File: src/rtl/sbau_pkg.sv
// Package for the 16-bit arithmetic unit: opcodes, prefixes, pair codes, flag
// positions inside the unit's flag port and clock-state counts per instruction.
// Assumes the core feeds opcode bytes one at a time on the core clock.
package sbau_pkg;

  localparam logic [7:0] SBAU_PFX_EXT    = 8'hED;
  localparam logic [7:0] SBAU_PFX_IDX1   = 8'hDD;
  localparam logic [7:0] SBAU_PFX_IDX2   = 8'hFD;
  localparam logic [7:0] SBAU_OP_IDX_INC = 8'h23;
  localparam logic [7:0] SBAU_OP_IDX_DEC = 8'h2B;

  // Low nibble patterns with pair field in bits 5:4
  localparam logic [3:0] SBAU_LO_ADD = 4'h9;
  localparam logic [3:0] SBAU_LO_INC = 4'h3;
  localparam logic [3:0] SBAU_LO_DEC = 4'hB;
  localparam logic [3:0] SBAU_LO_ADC = 4'hA;
  localparam logic [3:0] SBAU_LO_SUBB = 4'h2;
  localparam logic [1:0] SBAU_HI_PLAIN = 2'h0;
  localparam logic [1:0] SBAU_HI_EXT   = 2'h1;

  localparam logic [1:0] SBAU_PAIR_FIRST  = 2'h0;
  localparam logic [1:0] SBAU_PAIR_SECOND = 2'h1;
  localparam logic [1:0] SBAU_PAIR_PTR    = 2'h2;
  localparam logic [1:0] SBAU_PAIR_STACK  = 2'h3;

  // Flag vector bit positions (unit-local order)
  localparam int SBAU_F_C  = 0;
  localparam int SBAU_F_N  = 1;
  localparam int SBAU_F_PV = 2;
  localparam int SBAU_F_H  = 3;
  localparam int SBAU_F_Z  = 4;
  localparam int SBAU_F_S  = 5;

  // Total clock states and M cycles per instruction, counted from the first opcode byte
  localparam logic [4:0] SBAU_T_ADD     = 5'h0B;
  localparam logic [4:0] SBAU_T_CARRY   = 5'h0F;
  localparam logic [4:0] SBAU_T_IDX_ADD = 5'h0F;
  localparam logic [4:0] SBAU_T_INCDEC  = 5'h06;
  localparam logic [4:0] SBAU_T_IDX_ID  = 5'h0A;
  localparam logic [2:0] SBAU_M_ADD     = 3'h3;
  localparam logic [2:0] SBAU_M_LONG    = 3'h4;
  localparam logic [2:0] SBAU_M_INCDEC  = 3'h1;
  localparam logic [2:0] SBAU_M_IDX_ID  = 3'h2;

  localparam logic [15:0] SBAU_REG_RST = 16'h0000;
  localparam logic [5:0]  SBAU_FLAG_RST = 6'h00;

endpackage

File: src/rtl/sbau_unit.sv
// 16-bit arithmetic unit: decodes prefixed and plain opcode bytes, holds the
// six 16-bit registers and the flag vector, and executes after a state count.
// Assumes op_valid bytes come only while busy is low, or in the byte after a prefix.
//
// Overview of operation
// - Byte 00pp1001 adds selected pair into pointer pair, 3 M cycles, 11 states.
// - Pair field codes: 00 first pair, 01 second, 10 pointer pair, 11 stack.
// - Plain 16-bit adds set half-carry from bit 11 and carry from bit 15.
// - Plain 16-bit adds keep sign, zero, parity/overflow; clear subtract flag.
// - ED then 01pp1010 adds pair plus carry into pointer pair, 15 states.
// - Carry add and borrow subtract set sign, zero and overflow from result.
// - Carry add clears subtract, sets half-carry bit 11, carry bit 15.
// - ED then 01pp0010 subtracts pair and carry from pointer pair, 15 states.
// - Borrow subtract sets subtract flag, half-carry on bit-12 borrow, carry on borrow.
// - Borrow subtract sets subtract flag and sets carry on borrow.
// - DD then 00pp1001 adds pair into first index; code 10 means itself.
// - FD then 00pp1001 adds pair into second index; code 10 means itself.
// - Byte 00pp0011 increments selected pair, 1 M cycle, 6 states.
// - Byte 00pp1011 decrements selected pair, 1 M cycle, 6 states.
// - Increments and decrements leave all flags unchanged.
// - DD or FD then 23 increments the index register, 10 states.
// - DD or FD then 2B decrements the index register, 10 states.
`timescale 1ns/1ps

module sbau_unit
  import sbau_pkg::*;
(
  input  wire logic        ref_clk,
  input  wire logic        sys_rst,
  input  wire logic        op_valid,
  input  wire logic [7:0]  op_byte,
  output logic             busy,
  output logic             done,
  output logic             illegal,
  output logic [2:0]       m_cycles,
  output logic [4:0]       t_states,
  output logic [15:0]      first_general_pair,
  output logic [15:0]      second_general_pair,
  output logic [15:0]      primary_pointer_pair,
  output logic [15:0]      stack_pointer,
  output logic [15:0]      first_index_reg,
  output logic [15:0]      second_index_reg,
  output logic [5:0]       flags
);

  typedef enum logic [1:0] {SBAU_IDLE, SBAU_PFX, SBAU_EXEC} sbau_state_t;
  typedef enum logic [2:0] {
    SBAU_K_ADD, SBAU_K_ADC, SBAU_K_SUBB, SBAU_K_INC, SBAU_K_DEC
  } sbau_kind_t;

  typedef struct packed {
    sbau_state_t  st;
    logic [1:0]   pfx;       // 0 none, 1 ext, 2 first index, 3 second index
    sbau_kind_t   kind;
    logic [2:0]   dst;       // 0..3 pair codes, 4 first index, 5 second index
    logic [2:0]   src;
    logic [4:0]   cnt;
    logic         busy;
    logic         done;
    logic         illegal;
    logic [2:0]   m_cycles;
    logic [4:0]   t_states;
    logic [15:0]  r_gen1, r_gen2, r_ptr, r_stk, r_idx1, r_idx2;
    logic [5:0]   flags;
  } sbau_regs_t;

  sbau_regs_t q;
  sbau_regs_t next_q;

  function automatic logic [15:0] sbau_rd(input sbau_regs_t s, input logic [2:0] i);
    logic [15:0] v;
    v = 16'h0000;
    unique case (i)
      3'h0: v = s.r_gen1;
      3'h1: v = s.r_gen2;
      3'h2: v = s.r_ptr;
      3'h3: v = s.r_stk;
      3'h4: v = s.r_idx1;
      default: v = s.r_idx2;
    endcase
    return v;
  endfunction

  logic [15:0] a_val, b_val, res;
  logic [16:0] sum17;
  logic [12:0] low13;
  logic        cin;

  always_comb
  begin
    a_val = sbau_rd(q, q.dst);
    b_val = sbau_rd(q, q.src);
    cin   = (q.kind == SBAU_K_ADC || q.kind == SBAU_K_SUBB) ? q.flags[SBAU_F_C] : 1'b0;
    sum17 = 17'h00000;
    low13 = 13'h0000;
    res   = 16'h0000;
    unique case (q.kind)
      SBAU_K_SUBB:
      begin
        sum17 = {1'b0, a_val} - {1'b0, b_val} - {16'h0000, cin};
        low13 = {1'b0, a_val[11:0]} - {1'b0, b_val[11:0]} - {12'h000, cin};
      end
      SBAU_K_INC: sum17 = {1'b0, a_val} + 17'h00001;
      SBAU_K_DEC: sum17 = {1'b0, a_val} - 17'h00001;
      default:
      begin
        sum17 = {1'b0, a_val} + {1'b0, b_val} + {16'h0000, cin};
        low13 = {1'b0, a_val[11:0]} + {1'b0, b_val[11:0]} + {12'h000, cin};
      end
    endcase
    res = sum17[15:0];
  end

  // Decode one opcode byte; returns kind, operands, timing and a legal bit
  logic        d_ok;
  sbau_kind_t  d_kind;
  logic [2:0]  d_dst, d_src;
  logic [4:0]  d_t;
  logic [2:0]  d_m;
  logic [2:0]  d_ptr;

  always_comb
  begin
    d_ok   = 1'b0;
    d_kind = SBAU_K_ADD;
    d_m    = SBAU_M_ADD;
    d_t    = SBAU_T_ADD;
    d_ptr  = (q.pfx == 2'h2) ? 3'h4 : (q.pfx == 2'h3) ? 3'h5 : 3'h2;
    d_dst  = d_ptr;
    // code 10 names the register under modification
    d_src  = (op_byte[5:4] == SBAU_PAIR_PTR) ? d_ptr : {1'b0, op_byte[5:4]};
    if (q.pfx == 2'h1)
    begin
      if (op_byte[7:6] == SBAU_HI_EXT && op_byte[3:0] == SBAU_LO_ADC)
      begin
        d_ok = 1'b1; d_kind = SBAU_K_ADC; d_m = SBAU_M_LONG; d_t = SBAU_T_CARRY;
      end
      else if (op_byte[7:6] == SBAU_HI_EXT && op_byte[3:0] == SBAU_LO_SUBB)
      begin
        d_ok = 1'b1; d_kind = SBAU_K_SUBB; d_m = SBAU_M_LONG; d_t = SBAU_T_CARRY;
      end
    end
    else if (q.pfx != 2'h0)
    begin
      if (op_byte[7:6] == SBAU_HI_PLAIN && op_byte[3:0] == SBAU_LO_ADD)
      begin
        d_ok = 1'b1; d_m = SBAU_M_LONG; d_t = SBAU_T_IDX_ADD;
      end
      else if (op_byte == SBAU_OP_IDX_INC || op_byte == SBAU_OP_IDX_DEC)
      begin
        d_ok   = 1'b1;
        d_kind = (op_byte == SBAU_OP_IDX_INC) ? SBAU_K_INC : SBAU_K_DEC;
        d_m    = SBAU_M_IDX_ID;
        d_t    = SBAU_T_IDX_ID;
      end
    end
    else if (op_byte[7:6] == SBAU_HI_PLAIN)
    begin
      d_dst = {1'b0, op_byte[5:4]};
      if (op_byte[3:0] == SBAU_LO_ADD)
      begin
        d_ok = 1'b1; d_dst = 3'h2;
      end
      else if (op_byte[3:0] == SBAU_LO_INC || op_byte[3:0] == SBAU_LO_DEC)
      begin
        d_ok   = 1'b1;
        d_kind = (op_byte[3:0] == SBAU_LO_INC) ? SBAU_K_INC : SBAU_K_DEC;
        d_m    = SBAU_M_INCDEC;
        d_t    = SBAU_T_INCDEC;
      end
    end
  end

  always_comb
  begin
    next_q         = q;
    next_q.done    = 1'b0;
    next_q.illegal = 1'b0;
    unique case (q.st)
      SBAU_IDLE, SBAU_PFX:
      begin
        if (op_valid)
        begin
          if (q.st == SBAU_IDLE && op_byte == SBAU_PFX_EXT)
          begin
            next_q.st = SBAU_PFX; next_q.pfx = 2'h1; next_q.busy = 1'b1;
          end
          else if (q.st == SBAU_IDLE && op_byte == SBAU_PFX_IDX1)
          begin
            next_q.st = SBAU_PFX; next_q.pfx = 2'h2; next_q.busy = 1'b1;
          end
          else if (q.st == SBAU_IDLE && op_byte == SBAU_PFX_IDX2)
          begin
            next_q.st = SBAU_PFX; next_q.pfx = 2'h3; next_q.busy = 1'b1;
          end
          else if (d_ok)
          begin
            next_q.st       = SBAU_EXEC;
            next_q.kind     = d_kind;
            next_q.dst      = d_dst;
            next_q.src      = d_src;
            next_q.m_cycles = d_m;
            next_q.t_states = d_t;
            next_q.busy     = 1'b1;
            // Prefix byte already spent four states
            next_q.cnt      = (q.pfx != 2'h0) ? 5'(d_t - 5'h05) : 5'(d_t - 5'h01);
          end
          else
          begin
            next_q.st = SBAU_IDLE; next_q.pfx = 2'h0;
            next_q.busy = 1'b0; next_q.illegal = 1'b1;
          end
        end
      end
      SBAU_EXEC:
      begin
        if (q.cnt != 5'h00)
          next_q.cnt = 5'(q.cnt - 5'h01);
        else
        begin
          next_q.st   = SBAU_IDLE;
          next_q.pfx  = 2'h0;
          next_q.busy = 1'b0;
          next_q.done = 1'b1;
          unique case (q.dst)
            3'h0: next_q.r_gen1 = res;
            3'h1: next_q.r_gen2 = res;
            3'h2: next_q.r_ptr = res;
            3'h3: next_q.r_stk = res;
            3'h4: next_q.r_idx1 = res;
            default: next_q.r_idx2 = res;
          endcase
          if (q.kind != SBAU_K_INC && q.kind != SBAU_K_DEC)
          begin
            next_q.flags[SBAU_F_H] = low13[12];
            next_q.flags[SBAU_F_C] = sum17[16];
            next_q.flags[SBAU_F_N] = (q.kind == SBAU_K_SUBB);
            if (q.kind != SBAU_K_ADD)
            begin
              next_q.flags[SBAU_F_S] = res[15];
              next_q.flags[SBAU_F_Z] = (res == 16'h0000);
              next_q.flags[SBAU_F_PV] = (q.kind == SBAU_K_ADC)
                ? (a_val[15] == b_val[15]) && (res[15] != a_val[15])
                : (a_val[15] != b_val[15]) && (res[15] != a_val[15]);
            end
          end
        end
      end
      default: next_q.st = SBAU_IDLE;
    endcase
  end

  always_ff @(posedge ref_clk or posedge sys_rst)
  begin
    if (sys_rst)
    begin
      q          <= '0;
      q.st       <= SBAU_IDLE;
      q.kind     <= SBAU_K_ADD;
      q.r_gen1   <= SBAU_REG_RST;
      q.flags    <= SBAU_FLAG_RST;
    end
    else
      q <= next_q;
  end

  assign busy                 = q.busy;
  assign done                 = q.done;
  assign illegal              = q.illegal;
  assign m_cycles             = q.m_cycles;
  assign t_states             = q.t_states;
  assign first_general_pair   = q.r_gen1;
  assign second_general_pair  = q.r_gen2;
  assign primary_pointer_pair = q.r_ptr;
  assign stack_pointer        = q.r_stk;
  assign first_index_reg      = q.r_idx1;
  assign second_index_reg     = q.r_idx2;
  assign flags                = q.flags;

  AST_ADD_TIME: assert property (@(posedge ref_clk) disable iff (sys_rst)
    op_valid && q.st == SBAU_IDLE && op_byte[7:6] == 2'h0 && op_byte[3:0] == 4'h9
    |-> ##12 done) else $error("plain add not done after 11 states");
  AST_INC_TIME: assert property (@(posedge ref_clk) disable iff (sys_rst)
    op_valid && q.st == SBAU_IDLE && op_byte[7:6] == 2'h0 && op_byte[3:0] == 4'h3
    |=> !done[*6] ##1 done) else $error("pair increment not done after 6 states");
  AST_INC_NOFLAG: assert property (@(posedge ref_clk) disable iff (sys_rst)
    q.st == SBAU_EXEC && q.cnt == 5'h00 && q.kind inside {SBAU_K_INC, SBAU_K_DEC}
    |=> $stable(flags)) else $error("increment changed flags");
  AST_ADD_KEEP_SZP: assert property (@(posedge ref_clk) disable iff (sys_rst)
    q.st == SBAU_EXEC && q.cnt == 5'h00 && q.kind == SBAU_K_ADD
    |=> $stable(flags[5:4]) && $stable(flags[SBAU_F_PV]) && !flags[SBAU_F_N])
    else $error("plain add disturbed kept flags");
  AST_SUBB_N: assert property (@(posedge ref_clk) disable iff (sys_rst)
    done && $past(q.kind) == SBAU_K_SUBB |-> flags[SBAU_F_N])
    else $error("borrow subtract left subtract flag clear");
  AST_ZERO: assert property (@(posedge ref_clk) disable iff (sys_rst)
    done && $past(q.kind) inside {SBAU_K_ADC, SBAU_K_SUBB}
    |-> flags[SBAU_F_Z] == ($past(res) == 16'h0000)) else $error("zero flag wrong");
  AST_CARRY: assert property (@(posedge ref_clk) disable iff (sys_rst)
    done && $past(q.kind) == SBAU_K_ADD |-> flags[SBAU_F_C] == $past(sum17[16]))
    else $error("carry flag wrong");
  AST_IDX_TIME: assert property (@(posedge ref_clk) disable iff (sys_rst)
    q.st == SBAU_PFX && q.pfx[1] && op_valid && op_byte == SBAU_OP_IDX_INC
    |-> ##7 done) else $error("index increment timing wrong");
  AST_EXT_TIME: assert property (@(posedge ref_clk) disable iff (sys_rst)
    q.st == SBAU_PFX && q.pfx == 2'h1 && op_valid && op_byte[7:6] == 2'h1
    && op_byte[3:0] == 4'hA |-> ##12 done) else $error("carry add timing wrong");

  COV_ADD: cover property (@(posedge ref_clk) done && $past(q.kind) == SBAU_K_ADD);
  COV_SUBB: cover property (@(posedge ref_clk) done && $past(q.kind) == SBAU_K_SUBB);
  COV_IDX: cover property (@(posedge ref_clk) done && $past(q.dst) == 3'h5);

endmodule // sbau_unit

File: config.mk
export PLATFORM = sky130hd
export DESIGN_NAME = sbau_unit
export DESIGN_NICKNAME = d
export VERILOG_FILES = /design/src/rtl/sbau_pkg.sv /design/src/rtl/sbau_unit.sv
export SDC_FILE = /design/constraint.sdc
export NUM_CORES = 1
export LEC_CHECK = 0
export ABC_AREA = 1
export BUFFER_PORTS_ARGS = -buffer_cell sky130_fd_sc_hd__buf_2
export CORE_MARGIN = 5
export CORE_UTILIZATION = 55
export CTS_BUF_LIST = sky130_fd_sc_hd__clkbuf_2
export DETAILED_ROUTE_END_ITERATION = 10
export PLACE_DENSITY_LB_ADDON = 0.08
export SYNTH_ARGS = -nofsm -noshare
export SYNTH_HDL_FRONTEND = slang
export SYNTH_SLANG_ARGS = --single-unit
File: constraint.sdc
create_clock -name ref_clk -period 6.2 [get_ports ref_clk]
set_input_delay 0.93 -clock ref_clk [delete_from_list [all_inputs] [get_ports ref_clk]]
set_output_delay 0.93 -clock ref_clk [all_outputs]
set_load 0.02 [all_outputs]
==> results.cfg, run 1 <==
[worst_setup_path]
critPathBufInv = 2
max_stage_delay_ns = 0.86
critPathCaptureType = flop
crit_top_cell = nand3_1
cp.required_ns = 6.93
slowest_stage = nor3_2
critPathTopFamily = simple AND/OR/NAND/NOR gates
worstSetupStartpointType = flop
crit_type = flop to flop
crit_fanout = 19
worstPathArrival_ns = 6.13
crit_path_cell_trace = nor3_2 -> inv_1 -> o22ai_1 -> a21oi_1 -> a22oi_1 -> ha_1 -> ha_1 -> inv_1 -> o21ai_1 -> nand3_1 -> nand2_1 -> nand2_1 -> nand3_1 -> nand2_1 -> nor2_1 -> nand3_1 -> nor2_1 -> nand3_1 -> nor3_2 -> nand3_1 -> nand2_1

[route]
drt_first_pass_iters = 5
detail-route-antenna-nets = 0
wl_per_cell_um = 20.75
routed_via_density = 5.913
vias = 10100
first_iter_violations = 1114
wirelength_mm = 35.45
drcViolationCount = 0

[timing]
worstMarginPinSlew_ns = 0.9050
min_period_ns = 5.399
hold-worst-slack_ns = 0.1748
maxSlewHeadroom = 0.3934
rsz0062_at_grt = false
final.period_utilization = 0.8708
final-setup-viol-count = 0
drv_slew = 0
fmax_mhz = 185.2
finalHoldViolCount = 0
finClkSkew_ns = 0.04946
fin_setup_tns_ns = 0

[power_and_ir_drop]
netSwitchingPower_mw = 2.813
clkPwrFrac = 0.128
combPwrFrac = 0.651
p_sw_frac = 0.5607
pwr-share-seq = 0.221
power_density_nw_per_um2 = 462.9
p_leak_nw = 5.476
power_report.internal_total_mw = 2.204
ir_drop_mv = 0.2056

[flow_run]
maxCapViolCount = 0

[floorplan]
pin_count = 124
die_h_um = 148.4
start_util = 0.5614
core_um2 = 18770
fp-row-count = 50
fp.dieW_um = 148.4
die_area_um2 = 22030

[synthesis]
syn-mean-instance-area_um2 = 7.261
ys_ff_latch = 130
syn_nets = 1529
synth-edff-count = 0
synthArstFlopShare = 1.000
yosys.area.top_type = dfrtp_1
synth.distinct_cells = 61
syn_area_um2 = 10540
synth.area.top_cells = dfrtp_1 31%, nand2_1 9.0%, buf_4 8.0%
synth_top_cell_area_share = 0.3088
syn-instance-count = 1451
ys_warn_count = 0
ys_seq_area_frac = 0.3088
synth_ff_type = dfrtp_1

[cts]
cts-root-buf = clkbuf_2
cts_tree = yes
clockBufferDepth = 2
htreeDepth = 4
clk_pin_slew_ns = 0.25
cts_buffers = 17
cts_sinks = 130
cts_setup_buffers = 0
cts_hold_buf = 0
ctsResizeCount = 0
clock_latency_ns = 0.77

[finish]
area_delta_synth_final_pct = 2.873
nNetsFinal = 1538
drive_above_1_share = 0.1561
final_common_cell = nand2_1
largest_reg_flops = 18
fillers = 1799
top_register = q
final_cell_mix = 252 x nand2_1, 191 x inv_1, 141 x nor2_1, 137 x o21ai_0, 130 x dfrtp_1

[hold_path]
hp-class = input pin to async pin

[run_status]
status = completed

[global_routing]
grt_overflow_total = 0
grt_antenna_before_repair = 1
track_usage = 0.3250
grt_pass1_wl_mm = 55.00
grt_max_degree = 68
grt_pass1_vias = 9315

[placed_design]
place.gp.congestion = 1.039
hpwl_mm = 27.50
portBuffers = 122
## worst paths after layout
check                             from                      end  slack, ns  cells after the start
max                             q[120]                 flags[4]       0.80                     21
min                            sys_rst  primary_pointer_pair[5]       0.17                      2
max reg2reg                     q[120]                 flags[4]       0.80                     21
min reg2reg                t_states[1]              t_states[1]       0.50                      1
max in group asynchronous      sys_rst                   q[118]       4.70                      3
min in group ref_clk          op_valid                   q[129]       0.31                      2
## power by group through the flow
stage          clock (mW)  sequential (mW)  combinational, mW
3_5_place_dp            0             1.12               3.18
5_1_grt             0.679             1.12               3.58
6_report            0.640             1.11               3.27
3_3_place_gp            0             1.12               3.18
2_1_floorplan           0             1.05               2.43
4_1_cts             0.643             1.10               3.20
## Yosys cell counts, drive strengths merged (10+ instances only)
cell,count
nor2,154
nand2,263
clkbuf,23
o21a,12
nand3b,13
ha,62
o22ai,23
a21oi,99
buf,124
dfrtp,130
o211ai,14
a31oi,14
a22oi,10
a221oi,18
nand3,71
nand4,17
inv,199
nor3,14
o21ai,141
## final cells by class
class	count	area, um2	area share
diodes	1	2.502	0.0002309
clock buffers	17	85.08	0.007850
clock inverters	15	193.9	0.01789
inverters	201	767.0	0.07076
multi-input cells	973	5522	0.5094
flip-flops and latches	130	3253	0.3001
well taps	234	292.8	0.02701
repair buffers	137	723.2	0.06672
## through the flow
| step | std cells | total power [mW] | cell area [um2] | setup slack (ns) | util |
|---|---|---|---|---|---|
| 3_3_place_gp | 1675 | 4.295 | 10560 | 1.161 | 0.5625 |
| 4_1_cts | 1707 | 4.939 | 10840 | 1.009 | 0.5774 |
| 5_1_grt | 1708 | 5.381 | 10840 | 0.4785 | 0.5775 |
| 6_report | 1708 | 5.017 | 10840 | 0.8010 | 0.5775 |
| 3_5_place_dp | 1675 | 4.295 | 10560 | 1.075 | 0.5625 |
| 2_1_floorplan | 1451 | 3.476 | 10540 | 1.801 | - |
## kinds of logic after synthesis
family                   after synthesis  share of synthesized area
AND/OR/NAND/NOR                      538                     0.2330
AO/OA/AOI/OAI                        363                     0.2031
buffers and inverters                348                     0.1682
flip-flops                           130                     0.3088
adder cells (fa/ha/maj)               67                    0.08313
XOR/XNOR                               3                   0.002494
other                                  1                  0.0003559
multiplexers                           1                   0.001069
## routing by layer
layer,GRT usage,vias to the layer above,share of wire
met1,0.4738,4724,0.45
met5,0,-,0
met4,0.09792,0,0.032
met2,0.4901,526,0.43
met3,0.06520,83,0.091
li1,-,4767,-
(Power assumes the default switching activity.)
==> run 2, diff against run 1 <==
Settings changed: CORE_MARGIN 5 to unset.
Clock period 6.2 ns to 4.9 ns, I/O delays scaled along.
==> results.cfg, run 2 (synthesis gave the netlist of run 1 again) <==
[timing]
fmax_mhz = 219.4
rsz0062_at_grt = false
drv_slew = 0
fin_setup_tns_ns = 0
finalHoldViolCount = 0
min_period_ns = 4.557
maxSlewHeadroom = 0.2575
final.period_utilization = 0.9300
finClkSkew_ns = 0.05657
final-setup-viol-count = 0
layout_setup_ws_ns = 0.3428
worstMarginPinSlew_ns = 1.113

[route]
routed_via_density = 5.822
wl_per_cell_um = 19.95
vias = 9996
first_iter_violations = 988
wirelength_mm = 34.25
drcViolationCount = 0
drt_first_pass_iters = 8
detail-route-antenna-nets = 0

[finish]
finalInstanceArea_um2 = 10860
nNetsFinal = 1546
largest_reg_flops = 18
drive_above_1_share = 0.1641
top_register = q
final_cell_mix = 252 x nand2_1, 190 x inv_1, 140 x nor2_1, 137 x o21ai_0, 127 x dfrtp_1
final_common_cell = nand2_1
area_delta_synth_final_pct = 3.112
final_util = 0.5789

[floorplan]
core_um2 = 18770
pin_count = 124
fp-row-count = 50
die_h_um = 140.4
start_util = 0.5614
fp.dieW_um = 140.4
die_area_um2 = 19720

[global_routing]
grt_antenna_before_repair = 1
track_usage = 0.3557
grt_max_degree = 109
grt_pass1_vias = 9122
grt_pass1_wl_mm = 52.36
grt_overflow_total = 0

[worst_setup_path]
cp.required_ns = 5.63
critPathBufInv = 2
crit_type = flop to flop
crit_path_cell_trace = nor2_1 -> inv_1 -> nor2_2 -> inv_1 -> o22ai_1 -> a21oi_1 -> a31oi_1 -> ha_1 -> ha_1 -> a21oi_1 -> o21ai_0 -> a211oi_1 -> nand3b_1 -> nand3_1 -> nand3_1 -> nor2_1 -> nand3_1 -> nand2_1
critPathCaptureType = flop
crit_fanout = 12
worstPathArrival_ns = 5.28
worstSetupStartpointType = flop
slowest_stage = dfrtp_1
critPathTopFamily = compound AO/OA/AOI/OAI gates
crit_top_cell = nand3_1
max_stage_delay_ns = 0.47

[power_and_ir_drop]
ir_drop_mv = 0.2397
p_leak_nw = 5.485
power_density_nw_per_um2 = 568.9

[placed_design]
hpwl_mm = 26.30
place.gp.congestion = 0.9887
portBuffers = 122
dp_slack_ns = 0.2474
dpl_cell_area_um2 = 10600

[cts]
clock_latency_ns = 0.78
clk_pin_slew_ns = 0.28
cts-root-buf = clkbuf_2
cts_sinks = 130
cts_tree = yes
cts_buffers = 17
clockBufferDepth = 2
htreeDepth = 4

[flow_run]
maxCapViolCount = 0

[hold_path]
hp-class = input pin to async pin

[run_status]
status = completed
run 2: cell types whose count changed in the layout (fill, tap and decap cells not counted), sizes merged:
cell      previous run  this run
clkinvlp             1         3
diode                1         2
clkinv               5         7
inv                207       206
bufinv               3         0
buf                137       145
run 2: final timing paths:
check / startpoint / to / slack (ns) / cells after the start
max in group asynchronous: sys_rst / flags[1] / 3.82 / 3
min in group ref_clk: op_valid / q[129] / 0.16 / 2
worst min-delay path: sys_rst / second_general_pair[8] / 0.13 / 2
worst max-delay path: q[118] / flags[4] / 0.34 / 18
worst max register to register: q[118] / flags[4] / 0.34 / 18
worst min register to register: t_states[1] / t_states[1] / 0.50 / 1
run 2: power by group:
| part | leakage, nW | internal [mW] | switching, mW |
|---|---|---|---|
| clock network | 0.135 | 0.158 | 0.507 |
| registers | 1.75 | 1.21 | 0.172 |
| logic | 3.60 | 1.34 | 2.79 |
run 2: area by class of cell:
| cell class | count | area [um2] |
|---|---|---|
| multi-input cells | 973 | 5530 |
| flip-flops and latches | 130 | 3257 |
| diodes | 2 | 5.005 |
| fillers | 1892 | 7904 |
| repair buffers | 145 | 783.3 |
| well taps | 234 | 292.8 |
| clock buffers | 17 | 85.08 |
| clock inverters | 15 | 140.1 |
| inverters | 201 | 770.7 |
run 2: per-stage QoR:
stage               hold WS (ns)  power [mW]  cells
floorplan                 0.4409       4.398   1451
finish                    0.1332       6.181   1717
global placement          0.4505       5.430   1680
global route              0.1122       6.680   1716
CTS                      0.08620       6.124   1712
detailed placement        0.4469       5.449   1680
run 2: metal layers:
| layer | GRT usage | wire, um | up-vias |
|---|---|---|---|
| li1 | - | - | 4772 |
| met1 | 0.4890 | 14710 | 4608 |
| met2 | 0.5271 | 14880 | 522 |
| met3 | 0.07658 | 3047 | 94 |
| met4 | 0.1810 | 1620 | 0 |
| met5 | 0 | 0 | - |
run 2: timing repair:
item                       CTS  global route
hold endpoints to repair     0             0
setup buffers                0             3
hold buffers                 0             0
gates resized for setup      0             6
setup endpoints to repair    0            23
==> run 3, diff against run 2 <==
Settings changed: ABC_AREA 1 to 0, CORE_UTILIZATION 55 to 30.
==> results.cfg, run 3 <==
[worst_setup_path]
worstPathArrival_ns = 5.21
crit_path_cell_trace = mux2_2 -> a221oi_1 -> nor2_1 -> o21a_1 -> ha_1 -> ha_1 -> a21o_1 -> a21o_1 -> a221oi_1 -> o21a_1 -> o21ai_1 -> xor2_1 -> a2111oi_4 -> buf_4 -> o21ai_0
crit_fanout = 15
critPathCaptureType = flop
crit_type = flop to flop
worstSetupStartpointType = flop
cp.required_ns = 5.50
worstRegToRegCells = 15
max_stage_delay_ns = 0.62
slowest_stage = dfrtp_4

[timing]
min_period_ns = 4.617
fmax_mhz = 216.6
worstMarginPinSlew_ns = 1.137
final.period_utilization = 0.9422
maxSlewHeadroom = 0.2221
final-setup-viol-count = 0
finClkSkew_ns = 0.04706
finalHoldViolCount = 0
fin_setup_tns_ns = 0
drv_slew = 0
rsz0062_at_grt = false

[finish]
multi_input_area_um2 = 5993
area_delta_synth_final_pct = 9.370
drive_above_1_share = 0.2102
final_cell_mix = 166 x o21ai_0, 133 x nand2_1, 129 x nor2_1, 126 x dfrtp_1, 122 x buf_2
largest_reg_flops = 18
top_register = q
nNetsFinal = 1397
fillers = 3714
seqCellArea_um2 = 3261
final_cells = 1788
final_common_cell = o21ai_0
finalInstanceArea_um2 = 11430
final_util = 0.3318

[placed_design]
place.gp.congestion = 0.8554
dp_cells = 1748
dpl_cell_area_um2 = 11070
hpwl_mm = 27.73
portBuffers = 122

[floorplan]
die_area_um2 = 35600
core_um2 = 34460
fp.dieW_um = 188.7
start_util = 0.3034
pin_count = 124
die_h_um = 188.7
fp-row-count = 68

[synthesis]
syn-instance-count = 1285
yosys.area.top_type = dfrtp_1
synthArstFlopShare = 1.000
synth_ff_type = dfrtp_1
syn-mean-instance-area_um2 = 8.136
ys_warn_count = 0
ys_ff_latch = 130
yosysMostFrequentCell = o21ai_0
synth.area.top_cells = dfrtp_1 31%, o21ai_0 8.0%, buf_4 7.9%
synth_top_cell_area_share = 0.3112
syn_area_um2 = 10460
ys_seq_area_frac = 0.3112
netlist_top_cells_count = 168 x o21ai_0, 133 x nand2_1, 130 x dfrtp_1
synth-edff-count = 0
synth.distinct_cells = 69
syn_nets = 1363

[route]
wirelength_mm = 36.11
detail-route-antenna-nets = 0
vias = 9081
first_iter_violations = 643
drt_first_pass_iters = 6
drcViolationCount = 0
routed_via_density = 5.079
wl_per_cell_um = 20.19

[cts]
cts_tree = yes
cts-root-buf = clkbuf_2
cts_buffers = 17
htreeDepth = 4
clock_latency_ns = 0.77
clk_pin_slew_ns = 0.26
cts_sinks = 130
clockBufferDepth = 2

[run_status]
status = completed

[hold_path]
hold_path_depth = 2
hp-class = input pin to flop

[global_routing]
grt_pass1_wl_mm = 55.25
grt_antenna_before_repair = 1
grt_overflow_total = 0
grt_max_degree = 63
track_usage = 0.2046
grt_pass1_vias = 8681

[flow_run]
maxCapViolCount = 0
[run 3: cell families after synthesis]
family | share of synthesized area
fa+ha+maj | 0.08377
xor+xnor | 0.02932
simple gates | 0.1599
compound gates | 0.2227
other cells | 0.0003587
flops | 0.3112
mux | 0.07300
buf+inv | 0.1198
[run 3: layer usage]
metal | GRT usage | up-vias | share of wire | wire length [um]
met5 | 0 | - | 0 | 0
met4 | 0.04063 | 0 | 0.0091 | 327
met3 | 0.03259 | 18 | 0.035 | 1280
met2 | 0.3204 | 208 | 0.45 | 16420
met1 | 0.2950 | 4384 | 0.50 | 18080
li1 | - | 4471 | - | -
[run 3: timing repair]
| action | CTS | global route |
|---|---|---|
| setup buffers | 0 | 6 |
| hold buffers | 1 | 0 |
| hold endpoints to repair | 40 | 0 |
| resized for setup | 0 | 11 |
| endpoints found under the setup margin | 0 | 16 |
[run 3: final timing paths]
| check | from | endpoint | slack [ns] |
|---|---|---|---|
| setup / recovery | q[122] | stack_pointer[14] | 0.28 |
| hold / removal | op_byte[3] | q[125] | 0.26 |
| setup reg to reg | q[122] | stack_pointer[14] | 0.28 |
| hold reg to reg | t_states[1] | t_states[1] | 0.49 |
| max in group asynchronous | sys_rst | second_general_pair[14] | 3.31 |
| min in group asynchronous | sys_rst | primary_pointer_pair[2] | 0.55 |
[run 3: cell type report]
class,count,area share
multi-input combinational,932,0.5241
sequential,130,0.2852
timing repair buffer,185,0.09968
tap,455,0.04979
inverter,53,0.01784
clock inverter,15,0.01576
clock buffer,17,0.007441
antenna,1,0.0002188
[run 3: critical path, delay by kind of cell (launching register included)]
family	cells	cell delay, ns
AOI/OAI and AO/OA	9	2.21
and+or+nand+nor	1	0.09
buffers and inverters	1	0.22
DFF	1	0.62
muxes	1	0.36
xor gates and xnor gates	1	0.18
adders and majority gates	2	0.78
[run 3: per-stage QoR]
step / worst slack (ns) / hold slack, ns
finish: 0.2831 / 0.2584
global route: 0.001083 / 0.1617
CTS: 0.07158 / 0.1854
detailed placement: 0.1238 / 0.4483
global placement: 0.1702 / 0.4445
floorplan: 0.09619 / 0.4359
Power of run 3 is not shown: default switching activity piles up to over one toggle a cycle in this logic, so the estimate is an artifact.
